<file path="src/common/ntr_pkg.sv">
// Package: register map, field layout and carriers of the tx count block
package ntr_pkg;

   // Register indices; byte address is four times the index
   localparam logic [5:0] NTR_IDX_CNT_HI   = 6'h1d;
   localparam logic [5:0] NTR_IDX_CNT_LO   = 6'h1e;
   localparam logic [5:0] NTR_IDX_RATE     = 6'h1f;
   localparam logic [5:0] NTR_IDX_ADC      = 6'h20;
   localparam logic [5:0] NTR_IDX_TRIM_CTL = 6'h21;
   localparam logic [5:0] NTR_IDX_CAL_DISP = 6'h23;

   // Byte address field of haddr
   localparam int NTR_ADDR_LSB = 2;
   localparam int NTR_ADDR_MSB = 7;

   // Count field split between the two count registers
   localparam int NTR_CNT_W    = 13;
   localparam int NTR_CNT_LO_W = 5;
   localparam int NTR_SPLIT_W  = 3;

   // Field positions in the low count register
   localparam int NTR_CNT_LO_LSB = 3;
   localparam int NTR_CNT_LO_MSB = 7;
   localparam int NTR_SPLIT_MSB  = 2;

   // Field positions in the rate display register
   localparam int NTR_RATE_W   = 4;
   localparam int NTR_RATE_LSB = 4;
   localparam int NTR_RATE_MSB = 7;

   // Field positions in the trim control register
   localparam int NTR_TRIM_W   = 4;
   localparam int NTR_TRIM_SEL = 7;
   localparam int NTR_TRIM_LSB = 3;
   localparam int NTR_TRIM_MSB = 6;

   // Calibration display trim field position
   localparam int NTR_CAL_LSB = 4;
   localparam int NTR_CAL_MSB = 7;

   // Reset values and no-split code
   localparam logic [7:0]             NTR_RST_BYTE = 8'h00;
   localparam logic [NTR_SPLIT_W-1:0] NTR_NO_SPLIT = 3'h0;

   // AHB constants
   localparam logic [1:0] NTR_HTRANS_NONSEQ = 2'h2;
   localparam logic       NTR_HRESP_OKAY    = 1'b0;

   // One register access decoded by the bus slave
   typedef struct packed {
      logic       wr;    // Write strobe, data phase
      logic       rd;    // Read strobe, wait cycle
      logic       hit;   // Address inside the block window
      logic [5:0] idx;   // Register index
      logic [7:0] wdata; // Write byte
   } ntr_req_t;

   // Trim drive toward both trim pin groups
   typedef struct packed {
      logic [NTR_TRIM_W-1:0] grp1; // First trim pin group
      logic [NTR_TRIM_W-1:0] grp2; // Second trim pin group
   } ntr_trim_t;

endpackage : ntr_pkg

</file>
<file path="src/hdl/ntr_ahb_slave.sv">
// AHB-Lite slave front end: address capture and access strobes
module ntr_ahb_slave
   import ntr_pkg::*;
(
   input  wire logic        clk,       // System clock
   input  wire logic        rst_n,     // Synchronous reset, active low
   input  wire logic        hsel,      // Slave select
   input  wire logic [31:0] haddr,     // Byte address
   input  wire logic [1:0]  htrans,    // Transfer type
   input  wire logic        hwrite,    // Write not read
   input  wire logic        hready,    // Bus ready
   input  wire logic [31:0] hwdata,    // Write data
   output logic             hreadyout, // Slave ready
   output ntr_req_t         req        // Decoded access
);

   logic       wr_pend_q;  // Write data phase pending
   logic       rd_pend_q;  // Read wait cycle pending
   logic       hit_q;      // Captured address in window
   logic [5:0] idx_q;      // Captured register index
   logic       rdy_q;      // Ready toward the bus
   logic       take;       // Address phase accepted

   // Accept a NONSEQ address phase when the bus is ready
   assign take = hsel && hready && (htrans == NTR_HTRANS_NONSEQ);

   // Address phase capture
   always_ff @(posedge clk) begin
      if (!rst_n) begin
         wr_pend_q <= 1'b0;
         rd_pend_q <= 1'b0;
         hit_q     <= 1'b0;
         idx_q     <= '0;
      end else begin
         wr_pend_q <= take && hwrite;
         rd_pend_q <= take && !hwrite;
         if (take) begin
            // Upper address bits must be zero to hit
            hit_q <= (haddr[31:NTR_ADDR_MSB+1] == '0);
            idx_q <= haddr[NTR_ADDR_MSB:NTR_ADDR_LSB];
         end
      end
   end

   // Reads take one wait cycle so a prior write is seen
   always_ff @(posedge clk) begin
      if (!rst_n) begin
         rdy_q <= 1'b1;
      end else begin
         rdy_q <= !(take && !hwrite);
      end
   end

   assign hreadyout = rdy_q;

   // Strobes toward the register file
   always_comb begin
      req.wr    = wr_pend_q;
      req.rd    = rd_pend_q;
      req.hit   = hit_q;
      req.idx   = idx_q;
      req.wdata = hwdata[7:0];
   end

endmodule : ntr_ahb_slave

</file>
<file path="src/hdl/ntr_regs.sv">
// Tx byte count, split bits, rate, converter and antenna trim registers
//
// Contract
// - Hold 13-bit tx byte count, split across registers
// - Three split bits; zero means no split
// - Split bits apply to anticollision partial frames (split flags here ignore anticoll_ctl)
// - Split byte transmits without parity generation
// - Idle anticollision split WUPA raises parity error
// - Rate register shows 4-bit detected bit rate
// - Converter register shows last conversion, read-only
// - Trim select picks calibration or manual bits
// - Manual trim bit on drives both groups
// - Writable registers reset and restore to zero
// - Read-only registers reset and restore to zero
// - Calibration result stored, drives automatic trim
//
// Chosen here: register access over AHB-Lite.
module ntr_regs
   import ntr_pkg::*;
(
   input  wire logic                   clk,            // 10 MHz clock
   input  wire logic                   rst_n,          // Sync reset, low
   // AHB-Lite register port
   input  wire logic                   hsel,           // Slave select
   input  wire logic [31:0]            haddr,          // Byte address
   input  wire logic [1:0]             htrans,         // Transfer type
   input  wire logic                   hwrite,         // Write not read
   input  wire logic [2:0]             hsize,          // Transfer size
   input  wire logic                   hready,         // Bus ready
   input  wire logic [31:0]            hwdata,         // Write data
   output logic [31:0]                 hrdata,         // Read data
   output logic                        hreadyout,      // Slave ready
   output logic                        hresp,          // Always OKAY
   // Device side, same clock domain
   input  wire logic                   restore_dflt,   // Restore pulse
   input  wire logic                   rate_valid,     // Rate result pulse
   input  wire logic [NTR_RATE_W-1:0]  rate_value,     // Detected rate
   input  wire logic                   adc_valid,      // Conversion done
   input  wire logic [7:0]             adc_value,      // Conversion result
   input  wire logic                   cal_valid,      // Calibration done
   input  wire logic [NTR_TRIM_W-1:0]  cal_value,      // Calibration trim
   input  wire logic                   cal_error,      // Calibration failed
   input  wire logic                   anticoll_ctl,   // Anticollision bit
   input  wire logic                   card_idle,      // Card in idle state
   input  wire logic                   wupa_cmd,       // WUPA issued pulse
   output logic [NTR_CNT_W-1:0]        tx_byte_cnt,    // Full bytes to send
   output logic [NTR_SPLIT_W-1:0]      tx_split_bits,  // Bits of split byte
   output logic                        tx_split_frame, // Partial last byte
   output logic                        tx_parity_off,  // No parity bits
   output logic                        parity_err_irq, // Parity error pulse
   output ntr_trim_t                   trim_drive      // Trim switch drive
);

   // Decoded bus access
   ntr_req_t req;

   // Register state
   logic [NTR_CNT_W-1:0]   cnt_q;       // Full byte count
   logic [NTR_SPLIT_W-1:0] split_q;     // Split byte bit count
   logic [NTR_RATE_W-1:0]  rate_q;      // Detected bit rate
   logic [7:0]             adc_q;       // Last conversion
   logic                   trim_sel_q;  // Manual trim select
   logic [NTR_TRIM_W-1:0]  trim_man_q;  // Manual trim bits
   logic [NTR_TRIM_W-1:0]  cal_trim_q;  // Stored calibration trim
   logic                   cal_err_q;   // Calibration error flag

   // Output flops
   logic [31:0]            hrdata_q;    // Read data
   logic                   split_frm_q; // Split frame flag
   logic                   par_off_q;   // Parity generation off
   logic                   par_irq_q;   // Parity error pulse
   ntr_trim_t              trim_q;      // Trim pin drive

   // Clear condition for every register except the read data flop
   logic                   clr;
   // Register write strobes
   logic                   wr_hi;
   logic                   wr_lo;
   logic                   wr_trim;

   // Hit test on a captured register index
   function automatic logic idx_is(input ntr_req_t r,
                                   input logic [5:0] idx);
      idx_is = r.hit && (r.idx == idx);
   endfunction : idx_is

   // Place a field into an otherwise zero byte
   function automatic logic [7:0] pack_field(input logic [7:0] val,
                                             input int         lsb);
      pack_field = 8'(val << lsb);
   endfunction : pack_field

   // Bus slave front end
   ntr_ahb_slave u_slave (
      .clk       (clk),
      .rst_n     (rst_n),
      .hsel      (hsel),
      .haddr     (haddr),
      .htrans    (htrans),
      .hwrite    (hwrite),
      .hready    (hready),
      .hwdata    (hwdata),
      .hreadyout (hreadyout),
      .req       (req)
   );

   // Reset and restore-defaults both clear the bank
   assign clr = !rst_n || restore_dflt;

   // Write strobes per register
   assign wr_hi   = req.wr && idx_is(req, NTR_IDX_CNT_HI);
   assign wr_lo   = req.wr && idx_is(req, NTR_IDX_CNT_LO);
   assign wr_trim = req.wr && idx_is(req, NTR_IDX_TRIM_CTL);

   // Upper eight bits of the byte count
   always_ff @(posedge clk) begin
      if (clr) begin
         cnt_q[NTR_CNT_W-1:NTR_CNT_LO_W] <= NTR_RST_BYTE;
      end else if (wr_hi) begin
         // Host keeps the count within 8191, the field width
         cnt_q[NTR_CNT_W-1:NTR_CNT_LO_W] <= req.wdata;
      end
   end

   // Lower five count bits and split bit count
   always_ff @(posedge clk) begin
      if (clr) begin
         cnt_q[NTR_CNT_LO_W-1:0] <= '0;
         split_q                 <= NTR_NO_SPLIT;
      end else if (wr_lo) begin
         // Count bits sit above the split field
         cnt_q[NTR_CNT_LO_W-1:0] <=
            req.wdata[NTR_CNT_LO_MSB:NTR_CNT_LO_LSB];
         split_q <= req.wdata[NTR_SPLIT_MSB:0];
      end
   end

   // Detected bit rate display, updated by the detector
   always_ff @(posedge clk) begin
      if (clr) begin
         rate_q <= '0;
      end else if (rate_valid) begin
         rate_q <= rate_value;
      end
   end

   // Converter output display, bus writes never touch it
   always_ff @(posedge clk) begin
      if (clr) begin
         adc_q <= NTR_RST_BYTE;
      end else if (adc_valid) begin
         adc_q <= adc_value;
      end
   end

   // Trim control: source select and manual bits
   always_ff @(posedge clk) begin
      if (clr) begin
         trim_sel_q <= 1'b0;
         trim_man_q <= '0;
      end else if (wr_trim) begin
         // Low three bits are unused and dropped
         trim_sel_q <= req.wdata[NTR_TRIM_SEL];
         trim_man_q <= req.wdata[NTR_TRIM_MSB:NTR_TRIM_LSB];
      end
   end

   // Calibration result store, read back on the display index
   always_ff @(posedge clk) begin
      if (clr) begin
         cal_trim_q <= '0;
         cal_err_q  <= 1'b0;
      end else if (cal_valid) begin
         cal_trim_q <= cal_value;
         cal_err_q  <= cal_error;
      end
   end

   // Trim switch drive: both pin groups follow the chosen source
   always_ff @(posedge clk) begin
      if (clr) begin
         trim_q <= '0;
      end else if (trim_sel_q) begin
         // Manual bits, most significant bit on the top switch
         trim_q.grp1 <= trim_man_q;
         trim_q.grp2 <= trim_man_q;
      end else begin
         // Stored calibration result
         trim_q.grp1 <= cal_trim_q;
         trim_q.grp2 <= cal_trim_q;
      end
   end

   // Split-frame flags toward the framer
   always_ff @(posedge clk) begin
      if (clr) begin
         split_frm_q <= 1'b0;
         par_off_q   <= 1'b0;
      end else begin
         // Nonzero split count marks a partial frame, anticollision or not
         split_frm_q <= (split_q != NTR_NO_SPLIT);
         // Partial last byte goes out with no parity bits
         par_off_q   <= (split_q != NTR_NO_SPLIT);
      end
   end

   // Parity error on WUPA in idle with split bits set
   always_ff @(posedge clk) begin
      if (clr) begin
         par_irq_q <= 1'b0;
      end else begin
         par_irq_q <= wupa_cmd && anticoll_ctl && card_idle &&
                      (split_q != NTR_NO_SPLIT);
      end
   end

   // Read data, loaded in the wait cycle of a read
   always_ff @(posedge clk) begin
      if (!rst_n) begin
         hrdata_q <= '0;
      end else if (req.rd) begin
         // Unmapped or out-of-window reads return zero
         hrdata_q <= '0;
         if (idx_is(req, NTR_IDX_CNT_HI)) begin
            hrdata_q[7:0] <= cnt_q[NTR_CNT_W-1:NTR_CNT_LO_W];
         end else if (idx_is(req, NTR_IDX_CNT_LO)) begin
            hrdata_q[7:0] <=
               pack_field(8'(cnt_q[NTR_CNT_LO_W-1:0]), NTR_CNT_LO_LSB) |
               8'(split_q);
         end else if (idx_is(req, NTR_IDX_RATE)) begin
            // Low nibble unused, reads zero
            hrdata_q[7:0] <=
               pack_field(8'(rate_q), NTR_RATE_LSB);
         end else if (idx_is(req, NTR_IDX_ADC)) begin
            hrdata_q[7:0] <= adc_q;
         end else if (idx_is(req, NTR_IDX_TRIM_CTL)) begin
            hrdata_q[7:0] <=
               pack_field(8'(trim_sel_q), NTR_TRIM_SEL) |
               pack_field(8'(trim_man_q), NTR_TRIM_LSB);
         end else if (idx_is(req, NTR_IDX_CAL_DISP)) begin
            hrdata_q[7:0] <=
               pack_field(8'(cal_trim_q), NTR_CAL_LSB) |
               pack_field(8'(cal_err_q), NTR_TRIM_LSB);
         end
      end
   end

   // Output assignments, all straight from flops except the constant hresp
   assign hrdata         = hrdata_q;
   assign hresp          = NTR_HRESP_OKAY;
   assign tx_byte_cnt    = cnt_q;
   assign tx_split_bits  = split_q;
   assign tx_split_frame = split_frm_q;
   assign tx_parity_off  = par_off_q;
   assign parity_err_irq = par_irq_q;
   assign trim_drive     = trim_q;

   // Transfer size is not checked; only word accesses are expected
   logic unused_hsize;
   assign unused_hsize = ^hsize;

endmodule : ntr_regs

</file>
<file path="config.mk">
export PLATFORM = sky130hd
export DESIGN_NAME = ntr_regs
export DESIGN_NICKNAME = d
export VERILOG_FILES = /design/src/common/ntr_pkg.sv /design/src/hdl/ntr_ahb_slave.sv /design/src/hdl/ntr_regs.sv
export SDC_FILE = /design/constraint.sdc
export NUM_CORES = 1
export LEC_CHECK = 0
export BUFFER_PORTS_ARGS = -buffer_cell sky130_fd_sc_hd__buf_2
export CORE_MARGIN = 4
export CORE_UTILIZATION = 45
export CTS_CLUSTER_SIZE = 40
export DETAILED_ROUTE_END_ITERATION = 16
export PLACE_DENSITY = 0.77
export SLEW_MARGIN = 10
export SYNTH_ARGS = -nofsm -noshare
export SYNTH_HDL_FRONTEND = slang
export SYNTH_HIERARCHICAL = 1
export SYNTH_SLANG_ARGS = --single-unit
</file>
<file path="constraint.sdc">
create_clock -name clk -period 3.8 [get_ports clk]
set_input_delay 0.38 -clock clk [delete_from_list [all_inputs] [get_ports clk]]
set_output_delay 0.38 -clock clk [all_outputs]
set_load 0.03 [all_outputs]
</file>
==> qor.yml <==
status: "completed"
antenna_found_initial: 0
hold_class: "in2reg"
crit_type: "reg2reg"
layoutNonFillerInstCount: 478
seq_area_frac_synth_pct: 41.87
fin_skew_ns: 0.009750
start_util_pct: 46.41
fin_crit_sh_pct: 49.80
die_y_um: 89.16
fin_tns_setup_ns: 0
crit_slowest_cell: "dfxtp_1"
rsz0062_at_grt: "no"
hold-worst-slack_ns: 0.2187
p_leak_nw: 1.720
required_ns: 4.02
clock_latency_ns: 0.34
path_max_fanout: 20
synth_top_cell_by_area: "dfxtp_1"
drt_wl_total_mm: 7.100
yosys-top-cells-area: "dfxtp_1 42%, mux2i_1 16%, buf_4 11%"
drt_iter0_markers: 148
drv_slew: 0
setup_violations: 0
fin_total_pwr_mw: 1.383
synth_area_sq_um: 2964
yosysWarnings: 6
grt_pass1_wl_mm: 10.96
power_density_nw_per_um2: 395.9
root_buffer: "clkbuf_8"
min_from: "hwrite"
grt_pass1_vias: 2308
ys_async_sr_fraction_pct: 0
firstDrtPassIters: 4
cts_hold_buf: 0
cp.arrival_ns: 2.11
synth_ff_type: "dfxtp_1"
post-dp-hpwl_mm: 5.421
cts_buffer_depth: 2
track_usage_pct: 18.29
syn_area_per_cell_sq_um: 9.440
yosys_register_bits: 62
final_core_util_pct: 54.72
avgRoutedWirePerCell_um: 14.85
grt_overflow: 0
path_cells: "and2b_1 > nand4_2 > mux2i_1 > nor2_1"
num_io_pins: 159
worst_pin_slew_ns: 0.6807
clk_pin_slew_worst_paths_ns: 0.07
slew_headroom_pct: 54.56
num-fill-cells: 603
cts_tree: "done"
max-vdd-ir-drop_uv: 245.2
min_period_ns: 1.892
yosysTopAreaCellShare_pct: 41.87
cp-start-kind: "flip-flop"
port_buffers: 104
coreArea_sq_um: 6386
cts_htree_levels: 3
clock_sinks: 62
antenna_cells: 0
cts_resized: 0
fin_nets: 494
drv_cap: 0
reg2reg_slack_ns: 1.91
hold_violations: 0
ys_types: 40
routed_via_density: 4.998
r2r-start: "u_slave/idx_q[0]$_SDFFE_PN0P_"
rows: 29
drcViolationCount: 0
vias: 2389
drive_above_1_share_pct: 33.67
syn_to_final_growth_pct: 17.90
syn_inst: 314
dieArea_sq_um: 7950
cts_setup_buffers: 0
cts_buffers: 9
die_width_um: 89.16
drtAntennaViolNets: 0
endpoint_kind: "flip-flop"
critPathMaxStageDelay_ns: 0.75
grt_max_degree: 43
synth-edff-count: 0
gp_congestion: 0.8189
fmax_ghz: 0.5285
cp-startpoint: "u_slave/idx_q[0]$_SDFFE_PN0P_"
placed_cells_incl_taps: 462
-- state kept, by name, summed over array words and instances (netlist names) --
| signal | count |
|---|---|
| trim_sel_q | 1 |
| hrdata | 8 |
| adc_q | 8 |
| cal_trim_q | 4 |
| trim_man_q | 4 |
| u_slave/hit_q | 1 |
| u_slave/wr_pend_q | 1 |
| tx_split_bits | 3 |
| tx_parity_off | 1 |
| u_slave/rd_pend_q | 1 |
| u_slave/hreadyout | 1 |
| trim_drive | 4 |
| cal_err_q | 1 |
| rate_q | 4 |
| tx_byte_cnt | 13 |
| u_slave/idx_q | 6 |
| parity_err_irq | 1 |
-- critical path: cells and delay by family (launching register included) --
family           cells  cell delay, ns
flip-flops           1            0.75
AND/OR/NAND/NOR      3            0.74
multiplexers         1            0.28
-- where the power goes --
group	internal [mW]	switching [mW]	total, mW	leakage (nW)
Combinational	0.0428	0.0736	0.116	1.12
Clock	0.337	0.264	0.602	0.0976
Sequential	0.658	0.00772	0.665	0.501
-- per-stage QoR --
| stage | cell area [sq um] | worst slack [ns] |
|---|---|---|
| 2_1_floorplan | 3054 | 2.438 |
| 3_3_place_gp | 3286 | 1.993 |
| 3_5_place_dp | 3286 | 1.927 |
| 4_1_cts | 3495 | 1.917 |
| 5_1_grt | 3495 | 1.763 |
| 6_report | 3495 | 1.908 |
-- cells in the mapped netlist, drive strengths merged, types with 5 or more instances --
library cell and n:
a21o 7, dfxtp 62, buf 49, mux2i 48, clkbuf 9, o21ai 6, nor4 6, nand2 17
nor2b 9, nor2 49, mux2 5
-- kinds of logic (layout without fill, tap and decap cells) --
family	count (synthesis)	in the layout	share of synthesized area [%]
other	1	25	0.1265
muxes	53	53	18.11
and+or+nand+nor	102	102	17.56
AOI/OAI and AO/OA	35	35	8.696
buffers and inverters	61	124	13.63
DFF	62	62	41.87
-- worst paths after layout --
check / depth (start not counted) / end
setup / recovery: 4 / tx_byte_cnt[8]$_SDFFE_PP0P_
hold / removal: 2 / u_slave/rd_pend_q$_SDFF_PN0_
setup reg to reg: 4 / tx_byte_cnt[8]$_SDFFE_PP0P_
hold reg to reg: 2 / adc_q[3]$_SDFFE_PP0P_
-- routing by layer --
layer / global-route usage [%] / vias up / share of wire [%]
li1: - / 1186 / -
met1: 22.26 / 1097 / 41
met2: 30.27 / 97 / 48
met3: 5.806 / 9 / 9.6
met4: 6.766 / 0 / 1.3
met5: 0 / - / 0
-- layout make-up --
cell class,instances,area (sq um),area share (%)
clock buffers,11,151.4,4.332
clock inverters,5,57.56,1.647
inverters,3,11.26,0.3222
multi-input cells,215,1409,40.32
flip-flops and latches,62,1241,35.52
well taps,77,96.34,2.757
repair buffers,105,528.0,15.11
-- placed cells by master (no fill, tap or decap), types with 3 or more instances in the layout --
| cell | n |
|---|---|
| buf_2 | 104 |
| dfxtp_1 | 62 |
| nor2_1 | 49 |
| mux2i_1 | 48 |
| conb_1 | 25 |
| nand2_1 | 15 |
| clkbuf_8 | 11 |
| nor2b_1 | 9 |
| a21o_1 | 7 |
| o21ai_0 | 6 |
| nor4_1 | 6 |
| mux2_2 | 5 |
| o221ai_1 | 4 |
| a21oi_1 | 4 |
| inv_1 | 3 |
| or3_1 | 3 |
| a31oi_1 | 3 |
| a22o_1 | 3 |
| clkinvlp_4 | 3 |
No activity file was read; power rests on OpenSTA's default activity.
